### src/core/cswc_pkg.sv
package cswc_pkg;

  localparam logic [3:0] CSWC_OFS_PLL_MULTIPLIER  = 4'h0;
  localparam logic [3:0] CSWC_OFS_REFERENCE_DIV   = 4'h1;
  localparam logic [3:0] CSWC_OFS_POST_DIVIDER    = 4'h2;
  localparam logic [3:0] CSWC_OFS_CLOCK_FLAGS     = 4'h3;
  localparam logic [3:0] CSWC_OFS_IRQ_ENABLE      = 4'h4;
  localparam logic [3:0] CSWC_OFS_CLOCK_SELECT    = 4'h5;
  localparam logic [3:0] CSWC_OFS_PLL_CONTROL     = 4'h6;
  localparam logic [3:0] CSWC_OFS_PERIODIC_RATE   = 4'h7;
  localparam logic [3:0] CSWC_OFS_WATCHDOG_CTRL   = 4'h8;
  localparam logic [3:0] CSWC_OFS_FACTORY_BYPASS  = 4'h9;
  localparam logic [3:0] CSWC_OFS_FACTORY_TEST    = 4'hA;
  localparam logic [3:0] CSWC_OFS_WATCHDOG_SVC    = 4'hB;
  localparam logic [3:0] CSWC_OFS_IRQ_STATUS      = 4'hC;
  localparam logic [3:0] CSWC_OFS_IRQ_CLEAR       = 4'hD;

  // Bit positions in clock_select
  localparam int CSWC_SEL_PLL       = 7;
  localparam int CSWC_SEL_PSTOP     = 6;
  localparam int CSWC_SEL_OSC_TYPE  = 5;
  localparam int CSWC_SEL_PLL_WAIT  = 3;
  localparam int CSWC_SEL_RTI_WAIT  = 1;
  localparam int CSWC_SEL_WDOG_WAIT = 0;
  localparam logic [7:0] CSWC_SEL_WMASK = 8'hCB;

  // Bit positions in flags; RTI and the two change flags also in irq enable
  localparam int CSWC_FLG_RTI    = 7;
  localparam int CSWC_FLG_LOCK_CHANGE_FLAG = 4;
  localparam int CSWC_FLG_LOCK   = 3;
  localparam int CSWC_FLG_SELF_CLOCK_CHANGE_FLAG  = 1;
  localparam int CSWC_FLG_SCM    = 0;
  localparam logic [7:0] CSWC_IRQ_MASK = 8'h92;

  // Bit positions in pll_control
  localparam int CSWC_PLL_ON = 6;

  localparam logic [7:0] CSWC_RST_MULT     = 8'h00;
  localparam logic [7:0] CSWC_RST_REFDIV   = 8'h00;
  localparam logic [7:0] CSWC_RST_POST_DIVIDER  = 8'h00;
  localparam logic [7:0] CSWC_RST_IRQEN    = 8'h00;
  localparam logic [7:0] CSWC_RST_SELECT   = 8'h00;
  localparam logic [7:0] CSWC_RST_PLL_CONTROL   = 8'hC1;
  localparam logic [7:0] CSWC_RST_RATE     = 8'h00;
  localparam logic [7:0] CSWC_RST_WDOG     = 8'h00;
  localparam logic [4:0] CSWC_POST_DIVIDER_MASK = 5'h1F;

  // Bus clock is source divided by this
  localparam int CSWC_BUS_DIV = 2;

  typedef struct packed {
    logic [3:0] addr;
    logic [7:0] wdata;
    logic       wr;
    logic       rd;
  } cswc_bus_s;

  typedef enum logic [1:0] {
    CSWC_RUN  = 2'b00,
    CSWC_WAIT = 2'b01,
    CSWC_STOP = 2'b10
  } cswc_mode_e;

endpackage

### src/core/cswc_clock_select.sv
// The implementer's own choice: the address-and-strobe port.
`timescale 1ns/100ps
module cswc_clock_select
  import cswc_pkg::*;
(
  input  wire logic       clock_in,
  input  wire logic       nrst_in,
  input  wire cswc_bus_s  bus_in,
  output logic      [7:0] rdata_out,
  input  wire logic       pll_lock_in,
  input  wire logic       self_clock_in,
  input  wire logic       rti_event_in,
  input  wire logic       osc_type_in,
  input  wire logic       special_mode_in,
  input  wire cswc_mode_e mode_in,
  output logic            pll_clock_select_out,
  output logic            osc_enable_out,
  output logic            pll_power_out,
  output logic            rti_run_out,
  output logic            rti_reinit_out,
  output logic            wdog_run_out,
  output logic            wdog_reinit_out,
  output logic            wdog_service_out,
  output logic      [7:0] wdog_service_data_out,
  output logic      [7:0] pll_multiplier_out,
  output logic      [7:0] reference_divider_out,
  output logic      [4:0] post_divider_out,
  output logic      [7:0] pll_control_out,
  output logic      [7:0] periodic_rate_out,
  output logic      [7:0] watchdog_control_out,
  output logic            irq_out
);

  logic [7:0] mult_q, refdiv_q, irqen_q, pll_control_q, rate_q, wdog_q;
  logic [4:0] post_divider_q;
  logic       pll_sel_q, pstop_q, pll_wait_q, rti_wait_q, wdog_wait_q;
  logic       wdog_wait_locked_q;
  logic       lock_q, scm_q;
  logic [7:0] stat_q;
  cswc_mode_e mode_q;
  logic       wait_entry, stop_entry, scm_entry;
  logic       wr_en, rd_en;
  logic [7:0] rd_mux;
  logic [7:0] stat_set;

  assign wr_en = bus_in.wr;
  assign rd_en = bus_in.rd;
  assign wait_entry = (mode_in == CSWC_WAIT) && (mode_q != CSWC_WAIT);
  assign stop_entry = (mode_in == CSWC_STOP) && (mode_q != CSWC_STOP);
  assign scm_entry  = self_clock_in && !scm_q;

  // Mode entry is a change of the mode input against last cycle's copy
  always_ff @(posedge clock_in) begin
    if (!nrst_in) begin
      mode_q <= CSWC_RUN;
    end else begin
      mode_q <= mode_in;
    end
  end

  // Lock copy feeds both the change flag and the live status bit
  always_ff @(posedge clock_in) begin
    if (!nrst_in) begin
      lock_q <= 1'b0;
    end else begin
      lock_q <= pll_lock_in;
    end
  end

  always_ff @(posedge clock_in) begin
    if (!nrst_in) begin
      scm_q <= 1'b0;
    end else begin
      scm_q <= self_clock_in;
    end
  end

  // Plain read-write configuration registers
  always_ff @(posedge clock_in) begin
    if (!nrst_in) begin
      mult_q <= CSWC_RST_MULT;
    end else if (wr_en && bus_in.addr == CSWC_OFS_PLL_MULTIPLIER) begin
      mult_q <= bus_in.wdata;
    end
  end

  always_ff @(posedge clock_in) begin
    if (!nrst_in) begin
      refdiv_q <= CSWC_RST_REFDIV;
    end else if (wr_en && bus_in.addr == CSWC_OFS_REFERENCE_DIV) begin
      refdiv_q <= bus_in.wdata;
    end
  end

  // Upper three bits are unimplemented and never stored
  always_ff @(posedge clock_in) begin
    if (!nrst_in) begin
      post_divider_q <= CSWC_RST_POST_DIVIDER[4:0];
    end else if (wr_en && bus_in.addr == CSWC_OFS_POST_DIVIDER) begin
      post_divider_q <= bus_in.wdata[4:0] & CSWC_POST_DIVIDER_MASK;
    end
  end

  always_ff @(posedge clock_in) begin
    if (!nrst_in) begin
      irqen_q <= CSWC_RST_IRQEN;
    end else if (wr_en && bus_in.addr == CSWC_OFS_IRQ_ENABLE) begin
      irqen_q <= bus_in.wdata & CSWC_IRQ_MASK;
    end
  end

  always_ff @(posedge clock_in) begin
    if (!nrst_in) begin
      pll_control_q <= CSWC_RST_PLL_CONTROL;
    end else if (wr_en && bus_in.addr == CSWC_OFS_PLL_CONTROL) begin
      pll_control_q <= bus_in.wdata;
    end
  end

  always_ff @(posedge clock_in) begin
    if (!nrst_in) begin
      rate_q <= CSWC_RST_RATE;
    end else if (wr_en && bus_in.addr == CSWC_OFS_PERIODIC_RATE) begin
      rate_q <= bus_in.wdata;
    end
  end

  always_ff @(posedge clock_in) begin
    if (!nrst_in) begin
      wdog_q <= CSWC_RST_WDOG;
    end else if (wr_en && bus_in.addr == CSWC_OFS_WATCHDOG_CTRL) begin
      wdog_q <= bus_in.wdata;
    end
  end

  // Clock select register; hardware clears win over a same-cycle write
  always_ff @(posedge clock_in) begin
    if (!nrst_in) begin
      pll_sel_q  <= CSWC_RST_SELECT[CSWC_SEL_PLL];
      pstop_q    <= CSWC_RST_SELECT[CSWC_SEL_PSTOP];
      pll_wait_q <= CSWC_RST_SELECT[CSWC_SEL_PLL_WAIT];
      rti_wait_q <= CSWC_RST_SELECT[CSWC_SEL_RTI_WAIT];
    end else begin
      if (wr_en && bus_in.addr == CSWC_OFS_CLOCK_SELECT) begin
        pstop_q    <= bus_in.wdata[CSWC_SEL_PSTOP];
        pll_wait_q <= bus_in.wdata[CSWC_SEL_PLL_WAIT];
        rti_wait_q <= bus_in.wdata[CSWC_SEL_RTI_WAIT];
        if (!bus_in.wdata[CSWC_SEL_PLL]) begin
          pll_sel_q <= 1'b0;
        end else if (pll_lock_in) begin
          pll_sel_q <= 1'b1;
        end
      end
      if (scm_entry || stop_entry || (wait_entry && pll_wait_q)) begin
        pll_sel_q <= 1'b0;
      end
    end
  end

  // Watchdog stop-in-wait is write-once outside special modes
  always_ff @(posedge clock_in) begin
    if (!nrst_in) begin
      wdog_wait_q        <= CSWC_RST_SELECT[CSWC_SEL_WDOG_WAIT];
      wdog_wait_locked_q <= 1'b0;
    end else if (wr_en && bus_in.addr == CSWC_OFS_CLOCK_SELECT) begin
      if (special_mode_in || !wdog_wait_locked_q) begin
        wdog_wait_q <= bus_in.wdata[CSWC_SEL_WDOG_WAIT];
      end
      wdog_wait_locked_q <= 1'b1;
    end
  end

  // Sticky status: set beats clear
  always_comb begin
    stat_set = 8'h00;
    stat_set[CSWC_FLG_RTI]    = rti_event_in;
    stat_set[CSWC_FLG_LOCK_CHANGE_FLAG] = pll_lock_in ^ lock_q;
    stat_set[CSWC_FLG_SELF_CLOCK_CHANGE_FLAG]  = self_clock_in ^ scm_q;
  end

  always_ff @(posedge clock_in) begin
    if (!nrst_in) begin
      stat_q <= 8'h00;
    end else if (wr_en && bus_in.addr == CSWC_OFS_IRQ_CLEAR) begin
      stat_q <= (stat_q & ~bus_in.wdata) | stat_set;
    end else begin
      stat_q <= stat_q | stat_set;
    end
  end

  always_ff @(posedge clock_in) begin
    if (!nrst_in) begin
      irq_out <= 1'b0;
    end else begin
      irq_out <= |((stat_q | stat_set) & irqen_q & CSWC_IRQ_MASK);
    end
  end

  // Read mux; factory test and write-only registers read zero
  always_comb begin
    rd_mux = 8'h00;
    unique case (bus_in.addr)
      CSWC_OFS_PLL_MULTIPLIER: rd_mux = mult_q;
      CSWC_OFS_REFERENCE_DIV:  rd_mux = refdiv_q;
      CSWC_OFS_POST_DIVIDER:   rd_mux = {3'b000, post_divider_q};
      CSWC_OFS_CLOCK_FLAGS: begin
        rd_mux = stat_q & CSWC_IRQ_MASK;
        rd_mux[CSWC_FLG_LOCK] = lock_q;
        rd_mux[CSWC_FLG_SCM]  = scm_q;
      end
      CSWC_OFS_IRQ_ENABLE:     rd_mux = irqen_q;
      CSWC_OFS_CLOCK_SELECT: begin
        rd_mux[CSWC_SEL_PLL]       = pll_sel_q;
        rd_mux[CSWC_SEL_PSTOP]     = pstop_q;
        rd_mux[CSWC_SEL_OSC_TYPE]  = osc_type_in;
        rd_mux[CSWC_SEL_PLL_WAIT]  = pll_wait_q;
        rd_mux[CSWC_SEL_RTI_WAIT]  = rti_wait_q;
        rd_mux[CSWC_SEL_WDOG_WAIT] = wdog_wait_q;
      end
      CSWC_OFS_PLL_CONTROL:    rd_mux = pll_control_q;
      CSWC_OFS_PERIODIC_RATE:  rd_mux = rate_q;
      CSWC_OFS_WATCHDOG_CTRL:  rd_mux = wdog_q;
      CSWC_OFS_IRQ_STATUS:     rd_mux = stat_q & CSWC_IRQ_MASK;
      CSWC_OFS_FACTORY_TEST, CSWC_OFS_FACTORY_BYPASS: rd_mux = 8'h00;
      default: rd_mux = 8'h00;
    endcase
  end

  always_ff @(posedge clock_in) begin
    if (!nrst_in) begin
      rdata_out <= 8'h00;
    end else begin
      rdata_out <= rd_en ? rd_mux : 8'h00;
    end
  end

  // Power and wait-mode control outputs, one register each
  always_ff @(posedge clock_in) begin
    if (!nrst_in) begin
      pll_clock_select_out <= 1'b0;
    end else begin
      pll_clock_select_out <= pll_sel_q;
    end
  end

  // Oscillator stays on in stop only when pseudo stop is chosen
  always_ff @(posedge clock_in) begin
    if (!nrst_in) begin
      osc_enable_out <= 1'b1;
    end else begin
      osc_enable_out <= (mode_in != CSWC_STOP) || pstop_q;
    end
  end

  // Power-on bit is left alone; only the power request drops, in stop and in wait with PLL wait set
  always_ff @(posedge clock_in) begin
    if (!nrst_in) begin
      pll_power_out <= 1'b0;
    end else begin
      pll_power_out <= pll_control_q[CSWC_PLL_ON] && (mode_in != CSWC_STOP)
                       && !((mode_in == CSWC_WAIT) && pll_wait_q);
    end
  end

  always_ff @(posedge clock_in) begin
    if (!nrst_in) begin
      rti_run_out <= 1'b1;
    end else begin
      rti_run_out <= !((mode_in == CSWC_WAIT) && rti_wait_q);
    end
  end

  // A rate write restarts the timer too, so its dividers start clean
  always_ff @(posedge clock_in) begin
    if (!nrst_in) begin
      rti_reinit_out <= 1'b0;
    end else begin
      rti_reinit_out <= (wait_entry && rti_wait_q)
                        || (wr_en && bus_in.addr == CSWC_OFS_PERIODIC_RATE);
    end
  end

  always_ff @(posedge clock_in) begin
    if (!nrst_in) begin
      wdog_run_out <= 1'b1;
    end else begin
      wdog_run_out <= !((mode_in == CSWC_WAIT) && wdog_wait_q);
    end
  end

  always_ff @(posedge clock_in) begin
    if (!nrst_in) begin
      wdog_reinit_out <= 1'b0;
    end else begin
      wdog_reinit_out <= wait_entry && wdog_wait_q;
    end
  end

  // Service register is write-only; the watchdog sees a one-cycle pulse
  always_ff @(posedge clock_in) begin
    if (!nrst_in) begin
      wdog_service_out <= 1'b0;
    end else begin
      wdog_service_out <= wr_en && (bus_in.addr == CSWC_OFS_WATCHDOG_SVC);
    end
  end

  always_ff @(posedge clock_in) begin
    if (!nrst_in) begin
      wdog_service_data_out <= 8'h00;
    end else begin
      wdog_service_data_out <= bus_in.wdata;
    end
  end

  // Registered copies cost a cycle of lag but keep the outputs glitch free
  always_ff @(posedge clock_in) begin
    if (!nrst_in) begin
      pll_multiplier_out <= CSWC_RST_MULT;
    end else begin
      pll_multiplier_out <= mult_q;
    end
  end

  always_ff @(posedge clock_in) begin
    if (!nrst_in) begin
      reference_divider_out <= CSWC_RST_REFDIV;
    end else begin
      reference_divider_out <= refdiv_q;
    end
  end

  always_ff @(posedge clock_in) begin
    if (!nrst_in) begin
      post_divider_out <= CSWC_RST_POST_DIVIDER[4:0];
    end else begin
      post_divider_out <= post_divider_q;
    end
  end

  always_ff @(posedge clock_in) begin
    if (!nrst_in) begin
      pll_control_out <= CSWC_RST_PLL_CONTROL;
    end else begin
      pll_control_out <= pll_control_q;
    end
  end

  always_ff @(posedge clock_in) begin
    if (!nrst_in) begin
      periodic_rate_out <= CSWC_RST_RATE;
    end else begin
      periodic_rate_out <= rate_q;
    end
  end

  always_ff @(posedge clock_in) begin
    if (!nrst_in) begin
      watchdog_control_out <= CSWC_RST_WDOG;
    end else begin
      watchdog_control_out <= wdog_q;
    end
  end

endmodule // cswc_clock_select

### config.mk
export PLATFORM = sky130hd
export DESIGN_NAME = cswc_clock_select
export DESIGN_NICKNAME = d
export VERILOG_FILES = /design/src/core/cswc_pkg.sv /design/src/core/cswc_clock_select.sv
export SDC_FILE = /design/constraint.sdc
export NUM_CORES = 1
export LEC_CHECK = 0
export BUFFER_PORTS_ARGS = -buffer_cell sky130_fd_sc_hd__buf_2
export CAP_MARGIN = 15
export CORE_MARGIN = 2
export CORE_UTILIZATION = 50
export CTS_BUF_LIST = sky130_fd_sc_hd__clkbuf_2 sky130_fd_sc_hd__clkbuf_4 sky130_fd_sc_hd__clkbuf_8
export CTS_CLUSTER_SIZE = 14
export DETAILED_ROUTE_END_ITERATION = 10
export HOLD_SLACK_MARGIN = 0.08
export PLACE_DENSITY = 0.87
export REMOVE_ABC_BUFFERS = 1
export SLEW_MARGIN = 40
export SYNTH_ARGS = -nofsm -noshare
export SYNTH_HDL_FRONTEND = slang
export SYNTH_SLANG_ARGS = --single-unit
export TNS_END_PERCENT = 1
### constraint.sdc
create_clock -name clock_in -period 1.3 [get_ports clock_in]
set_clock_uncertainty 0.05 [all_clocks]
set_input_delay 0.26 -clock clock_in [delete_from_list [all_inputs] [get_ports clock_in]]
set_output_delay 0.26 -clock clock_in [all_outputs]
set_load 0.03 [all_outputs]
==> impl_metrics.csv <==
group,metric,value,unit
synthesis,ys.flop_type,"dfxtp_1",
clock_network,cts_buffer_depth,2,
floorplanning,fp-row-count,35,
route,vias,4109,
sta,worst_slack,-0.0381,ns
clock_network,cts_root_buf,"clkbuf_8",
sta,tns,-0.0636,ns
finish,final_cell_mix,"dfxtp_1 (128), buf_2 (87), buf_4 (69)",
global_route,antenna_found_initial,0,
place,dp_slack,-0.323,ns
floorplanning,die-area,10500,um2
critical_path,crit_path_end_kind,"flop",
global_route,grt_start_max_net_pins,38,
place,place_hpwl,9400,um
clock_network,cts.sinks,131,
sta,rsz0062_at_grt,"yes",
critical_path,worstPathCellList,"inv_2, ha_4, or4_4, nor3_2",
run_status,outcome,"complete, but fails checks",
critical_path,cp_slowest_cell,"or4_4",
global_route,overflow,0,
critical_path,crit_required,1.61,ns
global_route,grt_use_met1,33.4,%
finish,stdcell_count,784,
route,wirelength,13200,um
synthesis,ys.warnings.count,0,
floorplanning,dieWidth,103,um
finish,fin_util,68.9,%
floorplanning,die_h,103,um
global_route,grt.busiest_layer,"met2",
route,drt.antenna.violating_nets,0,
floorplanning,io_pins,93,
power_and_ir_drop,ir_drop,0.000721,V
finish,drive_above_1_share,33.1,%
sta,hold_viol_final,0,
clock_network,cts_max_level,4,
route,drc,0,
power_and_ir_drop,p_leak,2.91,nW
power_and_ir_drop,p_per_area,1310,nW/um2
finish,fillers,739,
route,vias_per_cell,5.24,
sta,setup-violations-final,2,
synthesis,postSynthAreaPerCell,10.0,um2
critical_path,cp-start-kind,"flop",
sta,layout_min_cycle_time,1.34,ns
route,dr.pass1.iters,5,
synthesis,synth_area,4860,um2
clock_network,cts_tree,"built",
finish,nets,667,
sta,finalMaxSlewViolations,0,
sta,relSlewSlack,78.0,%
sta,hold_ws,0.106,ns
global_route,grt_first_pass_wirelength,20900,um
route,first_iter_violations,287,
place,placed_cells,744,
clock_network,cts_buffers,17,
global_route,grtUsageTotal,26.4,%
global_route,first_global_vias,4021,
finish,mostFrequentLayoutCell,"dfxtp_1",
worst_hold_path,hold_class,"in2reg",
global_route,grtUsageMet2,43.7,%
global_route,met3_usage,5.63,%
place,port_buffers,92,
finish,syn_to_final_growth,32.0,%
floorplanning,initial_core_util,52.2,%
place,place.gp.congestion,0.943,
synthesis,synth_edf_count,0,
synthesis,synth_seq_area_share,53.9,%
floorplanning,coreArea,9330,um2
clock_network,clock_latency,0.43,ns
clock_network,path_clk_slew,0.08,ns
critical_path,critPathMaxFanout,2,
run,cap_violations,0,
run_status,failed_checks,"negative setup slack",
sta,worstMarginPinSlew,0.331,ns
sta,fin_crit_sh,103,%
synthesis,syn_inst,486,
synthesis,yosys.cell_types.count,52,
synthesis,async_flop_share,0,%
critical_path,slowest_delay,0.50,ns
finish,antenna_cells,0,
critical_path,arrival,1.65,ns
synthesis,synth.ff_latch_count,131,
route,wl_per_cell,16.8,um
critical_path,worst-setup-path-type,"reg2reg",
sta,max_freq,0.747,GHz
[where the power goes]
group | switching [mW] | internal (mW)
combinational | 0.408 | 0.301
sequential | 0.0364 | 4.08
clock | 1.60 | 1.96
[area by class of cell]
cell class | count | area, um2 | area share, %
Clock inverter | 12 | 156 | 2.43
Sequential cell | 131 | 2630 | 40.9
Inverter | 6 | 22.5 | 0.351
Clock buffer | 19 | 255 | 3.97
Timing Repair Buffer | 171 | 1120 | 17.4
Tap cell | 129 | 161 | 2.51
Multi-Input combinational cell | 316 | 2080 | 32.5
[per-stage QoR]
stage	total power, mW	area (um2)
after floorplan	4.47	4690
after global placement	4.86	5870
after detailed placement	4.87	5870
after CTS	8.40	6370
after global routing	8.67	6420
final	8.39	6420
[logic make-up (layout without fill, tap and decap cells)]
family	after synthesis	in the layout	share of synthesized area (%)
xor+xnor	1	1	0.180
flops	131	131	53.9
simple gates	188	188	20.9
fa+ha+maj	1	1	0.257
compound gates	74	74	9.52
mux	52	52	11.3
buf+inv	39	208	3.99
[worst max-delay path, delay by kind of cell (launching register included)]
| kind | cells | cell delay, ns |
|---|---|---|
| buffers and inverters | 1 | 0.05 |
| adder cells (fa/ha/maj) | 1 | 0.14 |
| flip-flops | 1 | 0.34 |
| AND/OR/NAND/NOR | 2 | 0.68 |
[cell usage after synthesis (6+ instances only)]
library cell / number / area (um2)
nor2_1: 47 / 176
o21ai_1: 18 / 90.1
buf_2: 10 / 50.1
mux2i_1: 47 / 470
o21a_1: 6 / 45.0
and2_1: 56 / 350
nor2b_1: 11 / 68.8
nand2_1: 25 / 93.8
clkbuf_1: 16 / 60.1
nand3_1: 9 / 45.0
dfxtp_1: 131 / 2620
a21oi_1: 20 / 100
[per-layer routing]
| layer | part of all wire (%) | vias to the layer above | wire length, um |
|---|---|---|---|
| met1 | 43 | 1961 | 5620 |
| met2 | 49 | 158 | 6420 |
| met5 | 0 | - | 0 |
| met4 | 2.9 | 0 | 382 |
| li1 | - | 1963 | - |
| met3 | 5.9 | 27 | 779 |
[worst paths after layout]
path | start | endpoint | slack (ns) | cells past startpoint
setup / recovery | scm_q | pll_sel_q | -0.04 | 4
hold / removal | bus_in[2] | rate_q[0] | 0.11 | 3
setup reg to reg | scm_q | pll_sel_q | -0.04 | 4
hold reg to reg | wdog_wait_q | wdog_run_out | 0.41 | 1
[registers in the layout, summed over array words and instances, names as in the netlist, 2 cells and up]
name	count
refdiv_q	8
irqen_q	3
watchdog_control_out	8
pll_control_q	8
pll_multiplier_out	8
rate_q	8
mult_q	8
mode_q	2
stat_q	3
rdata_out	8
wdog_service_data_out	8
wdog_q	8
pll_control_out	8
post_divider_out	5
post_divider_q	5
periodic_rate_out	8
reference_divider_out	8
[repair_timing]
item / in CTS / in global routing
endpoints found under the setup margin: 2 / 9
hold buffers: 9 / 0
resized for setup: 2 / 19
hold endpoints to repair: 12 / 0
pin swaps: 0 / 4
buffers inserted: 0 / 0
Power figures use the tool's default switching activity.
